**src/crcb_map.vh**
```
`ifndef CRCB_MAP_VH
`define CRCB_MAP_VH
// opcodes
`define CRCB_OP_RLC_CIRC   8'h07
`define CRCB_OP_RRC_CIRC   8'h0F
`define CRCB_OP_RL_CARRY   8'h17
`define CRCB_OP_RR_CARRY   8'h1F
`define CRCB_OP_CPL_ACC    8'h2F
`define CRCB_OP_SET_CY     8'h37
`define CRCB_OP_CPL_CY     8'h3F
`define CRCB_OP_CMP_MEM    8'hBE
`define CRCB_OP_JUMP       8'hC3
`define CRCB_OP_CALL       8'hCD
`define CRCB_OP_EXIT       8'hC9
// conditional opcode families: bits 7:6 and 2:0, condition in 5:3
`define CRCB_FAM_JCOND     3'h2
`define CRCB_FAM_CCOND     3'h4
`define CRCB_HI_BRANCH     2'h3
// condition field codes
`define CRCB_CC_NZ         3'h0
`define CRCB_CC_Z          3'h1
`define CRCB_CC_NC         3'h2
`define CRCB_CC_C          3'h3
`define CRCB_CC_PO         3'h4
`define CRCB_CC_PE         3'h5
`define CRCB_CC_P          3'h6
`define CRCB_CC_M          3'h7
// flag vector bit positions {s,z,ac,p,cy}
`define CRCB_F_CY          0
`define CRCB_F_P           1
`define CRCB_F_AC          2
`define CRCB_F_Z           3
`define CRCB_F_S           4
// counts
`define CRCB_ONE16         16'h0001
`define CRCB_TWO16         16'h0002
`define CRCB_ST_W          3
`endif

```
**src/crcb_exec.v**
```verilog
`timescale 1ns/1ns
`include "crcb_map.vh"
module crcb_exec (
    input  wire        mclk,
    input  wire        sys_rst,
    input  wire        instr_valid,
    input  wire [7:0]  instr_opcode,
    input  wire [15:0] next_pc,
    input  wire [15:0] hl_pair,
    input  wire [15:0] pc_init,
    input  wire [15:0] sp_init,
    input  wire        mem_ready,
    input  wire [7:0]  mem_rdata,
    output wire        instr_ready,
    output reg         done_ff,
    output reg         unknown_ff,
    output reg         mem_req_ff,
    output reg         mem_we_ff,
    output reg  [15:0] mem_addr_ff,
    output reg  [7:0]  mem_wdata_ff,
    output reg  [7:0]  acc_ff,
    output reg  [4:0]  flags_ff,
    output reg  [15:0] program_counter_ff,
    output reg  [15:0] stack_pointer_ff
);
    localparam [2:0] ST_IDLE = 3'h0;
    localparam [2:0] ST_LO   = 3'h1;
    localparam [2:0] ST_HI   = 3'h2;
    localparam [2:0] ST_PUSH = 3'h3;
    localparam [2:0] ST_PUSL = 3'h4;
    localparam [2:0] ST_POPL = 3'h5;
    localparam [2:0] ST_POPH = 3'h6;
    localparam [2:0] ST_CMP  = 3'h7;
    // jump: ST_LO, ST_HI fetch the target bytes
    // call: as jump, then ST_PUSH, ST_PUSL write the return address
    // exit: ST_POPL, ST_POPH read it back; compare: one read in ST_CMP

    reg [`CRCB_ST_W-1:0] st_ff;
    reg [7:0]            lo_ff;
    reg [15:0]           ret_ff;
    reg                  is_call_ff;

    reg [`CRCB_ST_W-1:0] nxt_st;
    reg [7:0]            nxt_acc;
    reg [4:0]            nxt_flags;
    reg [15:0]           nxt_pc;
    reg [15:0]           nxt_sp;
    reg [7:0]            nxt_lo;
    reg [15:0]           nxt_ret;
    reg                  nxt_is_call;
    reg                  nxt_done;
    reg                  nxt_unknown;
    reg                  nxt_req;
    reg                  nxt_we;
    reg [15:0]           nxt_addr;
    reg [7:0]            nxt_wdata;
    reg                  cond_true;
    reg [8:0]            diff;
    reg                  cmp_zero;
    reg                  cmp_borrow;
    reg                  cmp_sign;
    reg                  cmp_parity;
    reg                  cmp_half;

    wire [2:0] ccc = instr_opcode[5:3];
    wire [1:0] ophi = instr_opcode[7:6];
    wire [2:0] oplo = instr_opcode[2:0];
    wire       bus_done = mem_req_ff & mem_ready;
    wire       is_jcond = (ophi == `CRCB_HI_BRANCH) & (oplo == `CRCB_FAM_JCOND);
    wire       is_ccond = (ophi == `CRCB_HI_BRANCH) & (oplo == `CRCB_FAM_CCOND);
    // return address of a call: the byte after both address bytes
    wire [15:0] ret_addr = ret_ff + `CRCB_TWO16;

    assign instr_ready = (st_ff == ST_IDLE) & ~mem_req_ff;

    always @* begin
        case (ccc)
            `CRCB_CC_NZ: cond_true = ~flags_ff[`CRCB_F_Z];
            `CRCB_CC_Z:  cond_true =  flags_ff[`CRCB_F_Z];
            `CRCB_CC_NC: cond_true = ~flags_ff[`CRCB_F_CY];
            `CRCB_CC_C:  cond_true =  flags_ff[`CRCB_F_CY];
            `CRCB_CC_PO: cond_true = ~flags_ff[`CRCB_F_P];
            `CRCB_CC_PE: cond_true =  flags_ff[`CRCB_F_P];
            `CRCB_CC_P:  cond_true = ~flags_ff[`CRCB_F_S];
            default:     cond_true =  flags_ff[`CRCB_F_S];
        endcase
    end

    // flags of acc minus memory byte; the difference itself is dropped
    always @* begin
        diff       = {1'b0, acc_ff} - {1'b0, mem_rdata};
        cmp_zero   = diff[7:0] == 8'h00;
        cmp_borrow = diff[8];
        cmp_sign   = diff[7];
        cmp_parity = ~^diff[7:0];
        cmp_half   = acc_ff[3:0] < mem_rdata[3:0];
    end

    // next-state logic; registers hold unless a path below moves them, but done and unknown default low and the request drops on mem_ready
    always @* begin
        nxt_st      = st_ff;
        nxt_acc     = acc_ff;
        nxt_flags   = flags_ff;
        nxt_pc      = program_counter_ff;
        nxt_sp      = stack_pointer_ff;
        nxt_lo      = lo_ff;
        nxt_ret     = ret_ff;
        nxt_is_call = is_call_ff;
        nxt_done    = 1'b0;
        nxt_unknown = 1'b0;
        nxt_req     = mem_req_ff & ~mem_ready;
        nxt_we      = mem_we_ff;
        nxt_addr    = mem_addr_ff;
        nxt_wdata   = mem_wdata_ff;
        case (st_ff)
            ST_IDLE: begin
                if (instr_valid & instr_ready) begin
                    nxt_ret     = next_pc;
                    nxt_pc      = next_pc;
                    nxt_is_call = 1'b0;
                    nxt_done    = 1'b1;
                    case (instr_opcode)
                        `CRCB_OP_RLC_CIRC: begin
                            nxt_acc = {acc_ff[6:0], acc_ff[7]};
                            nxt_flags[`CRCB_F_CY] = acc_ff[7];
                        end
                        `CRCB_OP_RRC_CIRC: begin
                            nxt_acc = {acc_ff[0], acc_ff[7:1]};
                            nxt_flags[`CRCB_F_CY] = acc_ff[0];
                        end
                        `CRCB_OP_RL_CARRY: begin
                            nxt_acc = {acc_ff[6:0], flags_ff[`CRCB_F_CY]};
                            nxt_flags[`CRCB_F_CY] = acc_ff[7];
                        end
                        `CRCB_OP_RR_CARRY: begin
                            nxt_acc = {flags_ff[`CRCB_F_CY], acc_ff[7:1]};
                            nxt_flags[`CRCB_F_CY] = acc_ff[0];
                        end
                        `CRCB_OP_CPL_CY:  nxt_flags[`CRCB_F_CY] = ~flags_ff[`CRCB_F_CY];
                        `CRCB_OP_SET_CY:  nxt_flags[`CRCB_F_CY] = 1'b1;
                        `CRCB_OP_CPL_ACC: nxt_acc = ~acc_ff;
                        `CRCB_OP_CMP_MEM: begin
                            nxt_done = 1'b0;
                            nxt_st   = ST_CMP;
                            nxt_req  = 1'b1;
                            nxt_we   = 1'b0;
                            nxt_addr = hl_pair;
                        end
                        `CRCB_OP_EXIT: begin
                            nxt_done = 1'b0;
                            nxt_st   = ST_POPL;
                            nxt_req  = 1'b1;
                            nxt_we   = 1'b0;
                            nxt_addr = stack_pointer_ff;
                        end
                        `CRCB_OP_JUMP, `CRCB_OP_CALL: begin
                            nxt_done    = 1'b0;
                            nxt_is_call = instr_opcode == `CRCB_OP_CALL;
                            nxt_st      = ST_LO;
                            nxt_req     = 1'b1;
                            nxt_we      = 1'b0;
                            nxt_addr    = next_pc;
                        end
                        default: begin
                            if (is_jcond | is_ccond) begin
                                if (cond_true) begin
                                    nxt_done    = 1'b0;
                                    nxt_is_call = is_ccond;
                                    nxt_st      = ST_LO;
                                    nxt_req     = 1'b1;
                                    nxt_we      = 1'b0;
                                    nxt_addr    = next_pc;
                                end else begin
                                    // fall through past both address bytes
                                    nxt_pc = next_pc + `CRCB_TWO16;
                                end
                            end else begin
                                // opcodes outside this group are flagged for the rest of the core
                                nxt_unknown = 1'b1;
                            end
                        end
                    endcase
                    // memory ops move the program counter only when they finish
                    if (nxt_st != ST_IDLE) begin
                        nxt_pc = program_counter_ff;
                    end
                end
            end
            ST_LO: if (bus_done) begin
                nxt_lo   = mem_rdata;
                nxt_st   = ST_HI;
                nxt_req  = 1'b1;
                nxt_addr = mem_addr_ff + `CRCB_ONE16;
            end
            ST_HI: if (bus_done) begin
                if (is_call_ff) begin
                    nxt_ret   = {mem_rdata, lo_ff};
                    nxt_lo    = ret_addr[7:0];
                    nxt_st    = ST_PUSH;
                    nxt_req   = 1'b1;
                    nxt_we    = 1'b1;
                    nxt_addr  = stack_pointer_ff - `CRCB_ONE16;
                    nxt_wdata = ret_addr[15:8];
                end else begin
                    // jump target lands only after its high byte
                    nxt_pc   = {mem_rdata, lo_ff};
                    nxt_st   = ST_IDLE;
                    nxt_done = 1'b1;
                end
            end
            ST_PUSH: if (bus_done) begin
                nxt_st    = ST_PUSL;
                nxt_req   = 1'b1;
                nxt_we    = 1'b1;
                nxt_addr  = stack_pointer_ff - `CRCB_TWO16;
                nxt_wdata = lo_ff;
            end
            ST_PUSL: if (bus_done) begin
                nxt_we   = 1'b0;
                nxt_sp   = stack_pointer_ff - `CRCB_TWO16;
                nxt_pc   = ret_ff;
                nxt_st   = ST_IDLE;
                nxt_done = 1'b1;
            end
            ST_POPL: if (bus_done) begin
                nxt_lo   = mem_rdata;
                nxt_st   = ST_POPH;
                nxt_req  = 1'b1;
                nxt_addr = stack_pointer_ff + `CRCB_ONE16;
            end
            ST_POPH: if (bus_done) begin
                nxt_pc   = {mem_rdata, lo_ff};
                nxt_sp   = stack_pointer_ff + `CRCB_TWO16;
                nxt_st   = ST_IDLE;
                nxt_done = 1'b1;
            end
            ST_CMP: if (bus_done) begin
                nxt_flags[`CRCB_F_Z]  = cmp_zero;
                nxt_flags[`CRCB_F_CY] = cmp_borrow;
                nxt_flags[`CRCB_F_S]  = cmp_sign;
                nxt_flags[`CRCB_F_P]  = cmp_parity;
                nxt_flags[`CRCB_F_AC] = cmp_half;
                nxt_pc   = ret_ff;
                nxt_st   = ST_IDLE;
                nxt_done = 1'b1;
            end
            // all eight state codes are decoded above, so this recovery to idle is never reached
            default: nxt_st = ST_IDLE;
        endcase
    end

    // branch states never write nxt_flags, so flags hold across them
    always @(posedge mclk) begin
        if (sys_rst) begin
            st_ff              <= ST_IDLE;
            acc_ff             <= 8'h00;
            flags_ff           <= 5'h00;
            program_counter_ff <= pc_init;
            stack_pointer_ff   <= sp_init;
            lo_ff              <= 8'h00;
            ret_ff             <= 16'h0000;
            is_call_ff         <= 1'b0;
            done_ff            <= 1'b0;
            unknown_ff         <= 1'b0;
            mem_req_ff         <= 1'b0;
            mem_we_ff          <= 1'b0;
            mem_addr_ff        <= 16'h0000;
            mem_wdata_ff       <= 8'h00;
        end else begin
            st_ff              <= nxt_st;
            acc_ff             <= nxt_acc;
            flags_ff           <= nxt_flags;
            program_counter_ff <= nxt_pc;
            stack_pointer_ff   <= nxt_sp;
            lo_ff              <= nxt_lo;
            ret_ff             <= nxt_ret;
            is_call_ff         <= nxt_is_call;
            done_ff            <= nxt_done;
            unknown_ff         <= nxt_unknown;
            mem_req_ff         <= nxt_req;
            mem_we_ff          <= nxt_we;
            mem_addr_ff        <= nxt_addr;
            mem_wdata_ff       <= nxt_wdata;
        end
    end
endmodule

```
**config.mk**
```make
export PLATFORM = sky130hd
export DESIGN_NAME = crcb_exec
export DESIGN_NICKNAME = d
export VERILOG_FILES = /design/src/crcb_exec.v
export VERILOG_INCLUDE_DIRS = /design/src
export SDC_FILE = /design/constraint.sdc
export NUM_CORES = 1
export LEC_CHECK = 0
export BUFFER_PORTS_ARGS = -buffer_cell sky130_fd_sc_hd__buf_2
export CAP_MARGIN = 25
export CORE_ASPECT_RATIO = 0.7
export CORE_MARGIN = 2
export CORE_UTILIZATION = 35
export DETAILED_ROUTE_END_ITERATION = 10
export PLACE_DENSITY = 0.54
export SLEW_MARGIN = 20
export SYNTH_ARGS = -nofsm -noshare
export SYNTH_HDL_FRONTEND = slang
export SYNTH_SLANG_ARGS = --single-unit
```
**constraint.sdc**
```tcl
create_clock -name mclk -period 2.8 [get_ports mclk]
set_input_delay 0 -clock mclk [delete_from_list [all_inputs] [get_ports mclk]]
set_output_delay 0 -clock mclk [all_outputs]
set_load 0.1 [all_outputs]
```
* Word level (Yosys, flattened, before mapping)
Cells that the tools add are included.
** Storage, ports and cells
- Register bits after elaboration :: 101
- Bits of input ports :: 84
- Output and inout bits :: 74
- Logic and storage cells :: 212
** Cells by class
- Add/sub/neg operators :: 8
- Order comparisons :: 1
- Equal/unequal tests :: 50
- Multiplexer cells :: 84
- Bitwise logic cells :: 16
- Reductions and logical operators :: 38
** Operators with widths (number)
- $mux W16 :: 23
- $pmux W16 S4 :: 2
- $pmux W16 S5 :: 1
- $pmux W16 S2 :: 2
- $add A16 B2 Y16 const B :: 3
- $mux W8 :: 6
- $pmux W8 S5 :: 1
- $add A16 B1 Y16 const B :: 2
- $eq A8 B8 Y1 const B :: 4
- $pmux W8 S2 :: 2
- $mux W3 :: 10
- $eq A3 B3 Y1 const B :: 8
- $eq A8 B6 Y1 const B :: 3
- $mux W1 :: 24
- $ne A3 B3 Y1 const B :: 6
- $pmux W3 S6 :: 1
- $eq A8 B5 Y1 const B :: 2
- $ne A2 B2 Y1 const B :: 8
- $reduce_and A4 Y1 :: 4
- $sub A16 B1 Y16 const B :: 1
- $sub A16 B2 Y16 const B :: 1
- $eq A3 B2 Y1 const B :: 5
- $reduce_bool A5 Y1 :: 3
- $reduce_or A14 Y1 :: 1
- other kinds (40) :: 74

* Logic depth before layout (Yosys ltp)
Gate-level depths: netlist (run 1).
- Depth after elaboration :: 12
- Mapped depth :: 15
- Mapped depth without buffers :: 15

* Worst setup path after synthesis (run 1)
Ideal clock, no wire load.
- Path type :: register -> register
- Start point :: register mem_req_ff
- End point :: register program_counter_ff[0] (enable)
- Library setup time :: 0.372 ns
- Arrival :: 5.258 ns
- Path slack :: -2.830 ns
- Stages on the path, launching flop included :: 5
- Path buffers :: 0
- Cells stage by stage :: dfxtp_1 nor4_1 nand2_1 o32a_1 nand2_1
** Between the ends
- Longest elaborated chain between the ends :: 5
- Elaborated cells on any way between the ends :: 9
** RTL lines
- start: declaration :: line crcb_exec.v:17 : output reg mem_req_ff,
- start signal: assignment :: line crcb_exec.v:280 : mem_req_ff <= nxt_req;
- $not A1 Y1 :: line crcb_exec.v:74 : assign instr_ready = (st_ff == ST_IDLE) & ~mem_req_ff;
- $and A1 B1 Y1 :: line crcb_exec.v:74
- net instr_ready :: line crcb_exec.v:14 : output wire instr_ready,
- $and A1 B1 Y1 :: line crcb_exec.v:117 : if (instr_valid & instr_ready) begin
- $ne A3 B2 Y1 (no source line)
- $reduce_and A7 Y1 (no source line)
- end signal: assignment :: line crcb_exec.v:258 : program_counter_ff <= pc_init;
- end signal: assignment :: line crcb_exec.v:273 : program_counter_ff <= nxt_pc;
- end: declaration :: line crcb_exec.v:23 : output reg [15:0] program_counter_ff,
The timed path passes the listed nets, and every way through them passes these cells.
A chain may end at the register's enable or synchronous reset.

* Worst setup path after layout (run 1)
- Start point :: register acc_ff[0]
- End point :: register flags_ff[1]
** Between the ends
- Longest elaborated chain between the ends :: 2
** RTL lines
- start: declaration :: line crcb_exec.v:21 : output reg [7:0] acc_ff,
- start signal: assignment :: line crcb_exec.v:271 : acc_ff <= nxt_acc;
- $sub A8 B8 Y9 :: line crcb_exec.v:91 : diff = {1'b0, acc_ff} - {1'b0, mem_rdata};
- $reduce_xnor A8 Y1 :: line crcb_exec.v:95 : cmp_parity = ~^diff[7:0];
- end signal: assignment :: line crcb_exec.v:272 : flags_ff <= nxt_flags;
- end: declaration :: line crcb_exec.v:22 : output reg [4:0] flags_ff,
Every way passes these cells.

==> reports/results.tsv, run 1 <==
stage	metric	value	unit
setup_path	cell family with most CP delay	adder cells	
floorplanning	Ports	158	
route	Initial DRC Count	946	
hold_path	HP Class	input pin to register	
finish	share of cells above drive strength 1	0.2272	
pwr	clock power share	0.302	
synth	count leader, synth	nand2_1	
setup_path	Slowest cell on crit path	fa_2	
synth	post-synthesis mux area share	0.02212	
floorplanning	core box area	22450	um^2
finish	Syn-to-layout area delta	28.39	%
clock_tree	clk sinks	101	
pwr	Sequential Power Share	0.389	
pwr	net switching power	1676	uW
floorplanning	DIE WIDTH	183.8	um
pwr	Power Internal	2708	uW
floorplanning	Initial Util	0.3528	
route	total length of routed wires	32180	um
timing	worst-margin pin slew	0.6322	ns
outcome	status	finished clean	
synth	top cell type's share of synthesized area	0.1744	
setup_path	CP Class	register to register	
grt	largest net degree at the start of global routing	38	
route	Routed wire per std cell	21.04	um
finish	fillers	2337	
finish	final-stage net count	1340	
synth	Synth Area in XOR/XNOR	0.07409	
synth	Compound-Gate Fraction of Synth Area	0.2831	
clock_tree	Num CTS Buffers	9	
route	router iterations before antenna repair	5	
synth	Mapped Cells	1026	
synth	Synth Area in Simple Gates	0.2335	
synth	sequential share of the synthesized area	0.2957	
finish	post-layout util	0.4530	
floorplanning	num rows	46	
route	routed vias/inst	5.866	
synth	synthesis warning total	0	
setup_path	Critical Path RT	3.04	ns
pwr	Logic pwr share	0.309	
synth	largest family of logic cells by synthesized area	compound AO/OA/AOI/OAI gates	
grt	GRT Residual Overflow	0	
pwr	Sw Share	0.3823	
timing	minimum clock period	2.630	ns
synth	Syn Nets	1130	
timing	Final TNS setup	0	ns
grt	first-pass GRT wire length	48910	um
timing	Max-slew headroom	0.5770	
clock_tree	CTS Buffer Depth	2	
synth	largest cells by area after synthesis	dfxtp_1, edfxtp_1, nand2_1, a21oi_1, xnor2_1	
place	Final GP Congestion	0.9312	
clock_tree	htree depth	3	
pwr	power per cell area	431.1	nW/um^2
synth	mapped cell area	7920	um^2
route	DRC	0	
clock_tree	worst skew pair latency	0.37	ns
timing	maximum clock rate	380.3	MHz
timing	Tcrit/Tclk final	0.9391	
place	IO buf count	157	
grt	vias in the first global route	8241	
synth	number of synthesized flops with an enable pin	32	
setup_path	Buf+Inv Stages, Crit Path	2	
timing	Worst Slack Setup Final	0.1705	ns
timing	Pins Over Slew Limit	0	
timing	final hold vios	0	
clock_tree	CTS tree	yes	
synth	synthesized area per cell	7.719	um^2
setup_path	CP cell instances	inv_1 -> ha_2 -> inv_1 -> fa_2 -> a21o_1 -> a21oi_2 -> o21bai_1 -> a21oi_1 -> xor2_1 -> ha_1 -> xnor2_2 -> xnor2_1 -> nor2_1 -> a21oi_1 -> nor2_1	
pwr	Worst VDD drop	0.0003100	V
synth	ys flop type	dfxtp_1	
floorplanning	Die ar.	23870	um^2
place	worst slack, placed	0.1084	ns
setup_path	crit path DAT	2.87	ns
route	via count	8969	
grt	antenna violations before repair	0	
place	post-place instance area	9366	um^2
place	post-DP HPWL	24140	um
grt	gr usage total	0.2690	
finish	post-route cell area	10170	um^2
synth	Netlist cell types	78	
timing	Hold WS	0.02389	ns
pwr	P_leak	0.003916	uW
synth	Adder-Cell Fraction of Synth Area	0.03254	
synth	cell taking the most area after synthesis	dfxtp_1	
job	Max Cap Viol	0	
setup_path	Max FO, Critical Path	2	
synth	Post-synth top cells	nand2_1, nor2_1, a21oi_1, dfxtp_1, clkbuf_1	
setup_path	Worst setup EP type	register	
synth	ys async rst share	0	
clock_tree	Reg clk slew, reported paths	0.08	ns
clock_tree	root buf cell	clkbuf_16	
timing	worst clock skew	0.01128	ns
finish	ANT cells	0	
floorplanning	Die Ht	129.9	um
setup_path	Worst Setup Start Kind	register	
route	Antenna Nets Post-Route	0	
timing	Finish-stage setup viols	0	
setup_path	Worst path max stage delay	0.36	ns
synth	synthesis-stage register bit count	101	
-- final timing paths --
path	start	end	slack, ns	cells after the start
worst min-delay path	next_pc[8]	ret_ff[8]$_SDFFE_PP0P_	0.02	3
worst min register to register	mem_wdata_ff[6]$_SDFFE_PP0P_	mem_wdata_ff[6]$_SDFFE_PP0P_	0.46	2
worst max register to register	acc_ff[0]$_SDFFE_PP0P_	flags_ff[1]$_SDFFE_PP0P_	0.17	15
worst max-delay path	acc_ff[0]$_SDFFE_PP0P_	flags_ff[1]$_SDFFE_PP0P_	0.17	15
-- power by group through the flow --
stage               Clock, uW  Combinational (uW)  Sequential, uW
CTS                      1350                1330            1700
global placement            0                1270            1730
floorplan                   0                 579            2070
global route             1400                1440            1710
detailed placement          0                1270            1730
finish                   1330                1350            1700
-- kinds of logic (layout without fill, tap and decap cells) --
logic type / Yosys count / count (layout)
simple gates: 387 / 387
fa+ha+maj: 20 / 20
flops: 101 / 101
buf+inv: 115 / 330
xor+xnor: 67 / 67
mux: 16 / 16
compound gates: 320 / 320
-- worst reg2reg max path, delay by kind of cell, from the launching register on --
family | cells | cell delay, ns
xor gates and xnor gates | 3 | 0.45
DFF | 1 | 0.34
and+or+nand+nor | 2 | 0.10
adders and majority gates | 3 | 0.80
buffers and inverters | 2 | 0.11
AOI/OAI and AO/OA | 5 | 0.70
-- metal layers --
metal  routed length (um)  share of wire  track usage
met1                15980           0.50       0.4148
met2                12300           0.38       0.3636
met3                 3555           0.11      0.08010
met4                  349          0.011      0.05035
met5                    0              0            0
-- sequential cells by signal (all words and copies together), names as in the netlist, 3 cells and up --
signal and flops:
acc_ff 8, flags_ff 5, lo_ff 8, stack_pointer_ff 16, program_counter_ff 16, mem_addr_ff 16, ret_ff 16, st_ff 3
mem_wdata_ff 8
-- placed cells by master, fill, tap and decap left out, drive strengths merged, types with 13 or more instances in the layout --
cell type      n
ha            19
a22oi         13
o21ai         60
a211oi        15
a311oi        23
o221ai        22
nor2          88
xor2          28
a21oi         71
inv           35
edfxtp        32
buf          230
xnor2         39
dlygate4sd3   49
or3           13
nor3          32
o211ai        14
and3          17
dfxtp         69
nand2        124
mux2i         13
nand3         47
-- per-stage QoR --
stage	power, uW	cells
2_1_floorplan	2650	1026
3_3_place_gp	3005	1463
3_5_place_dp	3009	1463
4_1_cts	4383	1528
5_1_grt	4556	1529
6_report	4383	1529
-- area by class of cell --
cell class | instances | area (um^2) | area share
Multi-Input combinational cell | 810 | 5199 | 0.5113
Sequential cell | 101 | 2360 | 0.2321
Timing Repair Buffer | 279 | 1827 | 0.1796
Tap cell | 288 | 360.3 | 0.03544
Clock buffer | 10 | 229.0 | 0.02252
Inverter | 35 | 131.4 | 0.01292
Clock inverter | 6 | 62.56 | 0.006152
-- what timing repair did --
item	in CTS	in global routing
endpoints found under the setup margin	0	1
hold buffers	49	0
endpoints found under the hold margin	44	0
resized for setup	0	4
buffers inserted	0	1
(Power assumes the default switching activity.)
==> run 2, diff against run 1 <==
==> constraint.sdc (replaced) <==
create_clock -name mclk -period 2.8 [get_ports mclk]
set_input_delay 0.7 -clock mclk [delete_from_list [all_inputs] [get_ports mclk]]
set_output_delay 0.7 -clock mclk [all_outputs]
set_load 0.01 [all_outputs]
==> run 2 against run 1 <==
The flow now finishes with violations (negative setup slack). Fmax down 7.5%. Total power down 6.8%. Critical path depth unchanged. Final cell count down 0.26%. Count of clock-buffer cells in the layout down 1. Combinational power down 28%.
==> reports/results.tsv, run 2 (same netlist as run 1, synthesis figures left out) <==
stage	metric	value	unit	change
outcome	status	complete, but fails checks		
outcome	violated checks	negative setup slack		
timing	Finish-stage setup viols	1		+1
place	Final GP Congestion	0.9885		+6.2%
finish	most common cell after layout, fill and taps aside	buf_2		
timing	maximum clock rate	351.8	MHz	-7.5%
timing	worst clock skew	0.01548	ns	+0.004200 ns
finish	most frequent cells in the layout	buf_2, nand2_1, buf_4		
place	post-place instance area	9697	um^2	+3.5%
clock_tree	clk sinks	101		unchanged
clock_tree	Reg clk slew, reported paths	0.08	ns	about the same
floorplanning	DIE WIDTH	183.8	um	unchanged
pwr	P_leak	0.003955	uW	+1.0%
grt	gr usage total	0.2737		+0.004760
place	IO buf count	157		unchanged
setup_path	R2R depth	15		unchanged
route	Highest Signal Layer	met4		
grt	vias in the first global route	8089		-1.8%
route	router iterations before antenna repair	6		+1
clock_tree	worst skew pair latency	0.37	ns	about the same
setup_path	CP Class	input pin to register		
finish	final-stage net count	1335		-0.37%
route	Initial DRC Count	1303		+38%
hold_path	HP Class	register to register		
clock_tree	htree depth	3		unchanged
timing	final hold vios	0		unchanged
setup_path	worst r2r src	acc_ff[0]$_SDFFE_PP0P_		
timing	Worst Slack Setup Final	-0.04283	ns	-0.2133 ns
route	DRC	0		unchanged
setup_path	Max FO, Critical Path	2		unchanged
grt	largest net degree at the start of global routing	71		+87%
route	routed length on met2	12400	um	+0.85%
finish	share of cells above drive strength 1	0.2524		+0.02519
clock_tree	CTS tree	yes		
clock_tree	hold_buf cts	0		-100%
route	DRT met1 WL	16890	um	+5.7%
grt	GRT Residual Overflow	0		unchanged
pwr	Sw Share	0.3349		-0.04738
route	routed vias/inst	5.932		+1.1%
timing	Final TNS setup	-0.04283	ns	-0.04283 ns
setup_path	Setup crit end	flags_ff[1]$_SDFFE_PP0P_		
setup_path	Critical path origin	mem_rdata[0]		
floorplanning	num rows	46		unchanged
floorplanning	Die Ht	129.9	um	unchanged
pwr	power per cell area	406.3	nW/um^2	-5.8%
setup_path	Worst Setup Start Kind	input pin		
timing	Tcrit/Tclk final	1.015		+0.07619
route	Antenna Nets Post-Route	0		unchanged
floorplanning	core box area	22450	um^2	unchanged
timing	worst-margin pin slew	0.9598	ns	+0.3276 ns
job	Max Cap Viol	0		unchanged
setup_path	Worst setup EP type	register		
route	WL met3	3314	um	-6.8%
clock_tree	Num CTS Buffers	9		unchanged
pwr	Sequential Power Share	0.421		+0.032
setup_path	critical register-to-register path endpoint	flags_ff[1]$_SDFFE_PP0P_		
timing	Max-slew headroom	0.3558		-0.2211
route	via count	9046		+0.86%
pwr	Worst VDD drop	0.0002770	V	-11%
place	post-DP HPWL	25580	um	+6.0%
timing	minimum clock period	2.843	ns	+0.2133 ns
clock_tree	CTS Buffer Depth	2		unchanged
place	worst slack, placed	-0.4961	ns	-0.6044 ns
finish	Syn-to-layout area delta	26.90	%	
grt	antenna violations before repair	1		+1
pwr	net switching power	1368	uW	-18%
grt	first-pass GRT wire length	49600	um	+1.4%
setup_path	crit path DAT	3.10	ns	+0.23 ns
pwr	Logic pwr share	0.237		-0.072
finish	post-layout util	0.4478		-0.005240
setup_path	Critical Path RT	3.06	ns	+0.02 ns
pwr	clock power share	0.342		+0.040
floorplanning	Die ar.	23870	um^2	unchanged
pwr	Tot Pwr	4084	uW	-6.8%
setup_path	worst reg-to-reg setup slack	-0.03	ns	-0.20 ns
route	total length of routed wires	32960	um	+2.4%
timing	RSZ-0062 raised after global routing	true		
floorplanning	Initial Util	0.3528		unchanged
floorplanning	Ports	158		unchanged
clock_tree	root buf cell	clkbuf_16		
pwr	Power Internal	2716	uW	+0.30%
route	Routed wire per std cell	21.61	um	+2.7%
finish	post-route cell area	10050	um^2	-1.2%
timing	Pins Over Slew Limit	0		unchanged
## run 2: cell count changes in the layout (fill, tap and decap cells not counted), sizes merged
| cell | previous run | this run |
|---|---|---|
| clkinv | 3 | 5 |
| buf | 230 | 274 |
| clkbuf | 10 | 9 |
| inv | 35 | 36 |
| clkinvlp | 2 | 0 |
| diode | 0 | 1 |
| dlygate4sd3 | 49 | 0 |
## run 2: what timing repair did
action,4_1_cts,5_1_grt
setup buffers,1,3
pin swaps,2,0
gates cloned,0,0
endpoints found under the setup margin,1,2
endpoints found under the hold margin,0,0
resized for setup,2,1
## run 2: critical path, cell delays in order
cell and delay (ns):
buf_2 0.10, ha_1 0.17, inv_1 0.06, fa_1 0.38, a21o_1 0.21, a21oi_2 0.20, o21bai_1 0.09, a21oi_1 0.18
xor2_1 0.17, ha_1 0.25, xnor2_1 0.19, xnor2_1 0.17, nor2_1 0.06, a21oi_1 0.11, nor2_1 0.05
## run 2: per-stage QoR
step                hold slack [ns]  cells
finish                       0.4530   1525
global route                 0.4764   1525
CTS                          0.4567   1521
detailed placement           0.4453   1504
global placement             0.4435   1504
floorplan                    0.4590   1026
## run 2: power groups by stage
stage | clock, uW | combinational (uW) | sequential, uW
floorplan | 0 | 536 | 1720
global placement | 0 | 939 | 1750
detailed placement | 0 | 944 | 1750
CTS | 1430 | 950 | 1710
global route | 1490 | 1050 | 1730
finish | 1400 | 968 | 1720
## run 2: routing by layer
layer	global-route usage	vias to the layer above
li1	-	4243
met1	0.4514	4311
met2	0.3567	466
met3	0.04800	26
met4	0.05459	0
met5	0	-
## run 2: area by class of cell
class	count	area, um^2
diodes	1	2.502
multi-input cells	810	5130
repair buffers	274	1767
fillers	2303	12400
flip-flops and latches	101	2342
inverters	35	131.4
well taps	288	360.3
clock buffers	9	225.2
clock inverters	7	92.59
## run 2: how the worst min path moves through the flow
| stage | start | end | cells after the start |
|---|---|---|---|
| after detailed placement | mem_wdata_ff[6]$_SDFFE_PP0P_ | mem_wdata_ff[6]$_SDFFE_PP0P_ | 2 |
| after CTS | mem_wdata_ff[6]$_SDFFE_PP0P_ | mem_wdata_ff[6]$_SDFFE_PP0P_ | 2 |
| after floorplan | lo_ff[3]$_SDFFE_PP0P_ | lo_ff[3]$_SDFFE_PP0P_ | 2 |
| after global placement | mem_wdata_ff[6]$_SDFFE_PP0P_ | mem_wdata_ff[6]$_SDFFE_PP0P_ | 2 |
| after global routing | mem_wdata_ff[6]$_SDFFE_PP0P_ | mem_wdata_ff[6]$_SDFFE_PP0P_ | 2 |
| final | mem_wdata_ff[7]$_SDFFE_PP0P_ | mem_wdata_ff[7]$_SDFFE_PP0P_ | 2 |
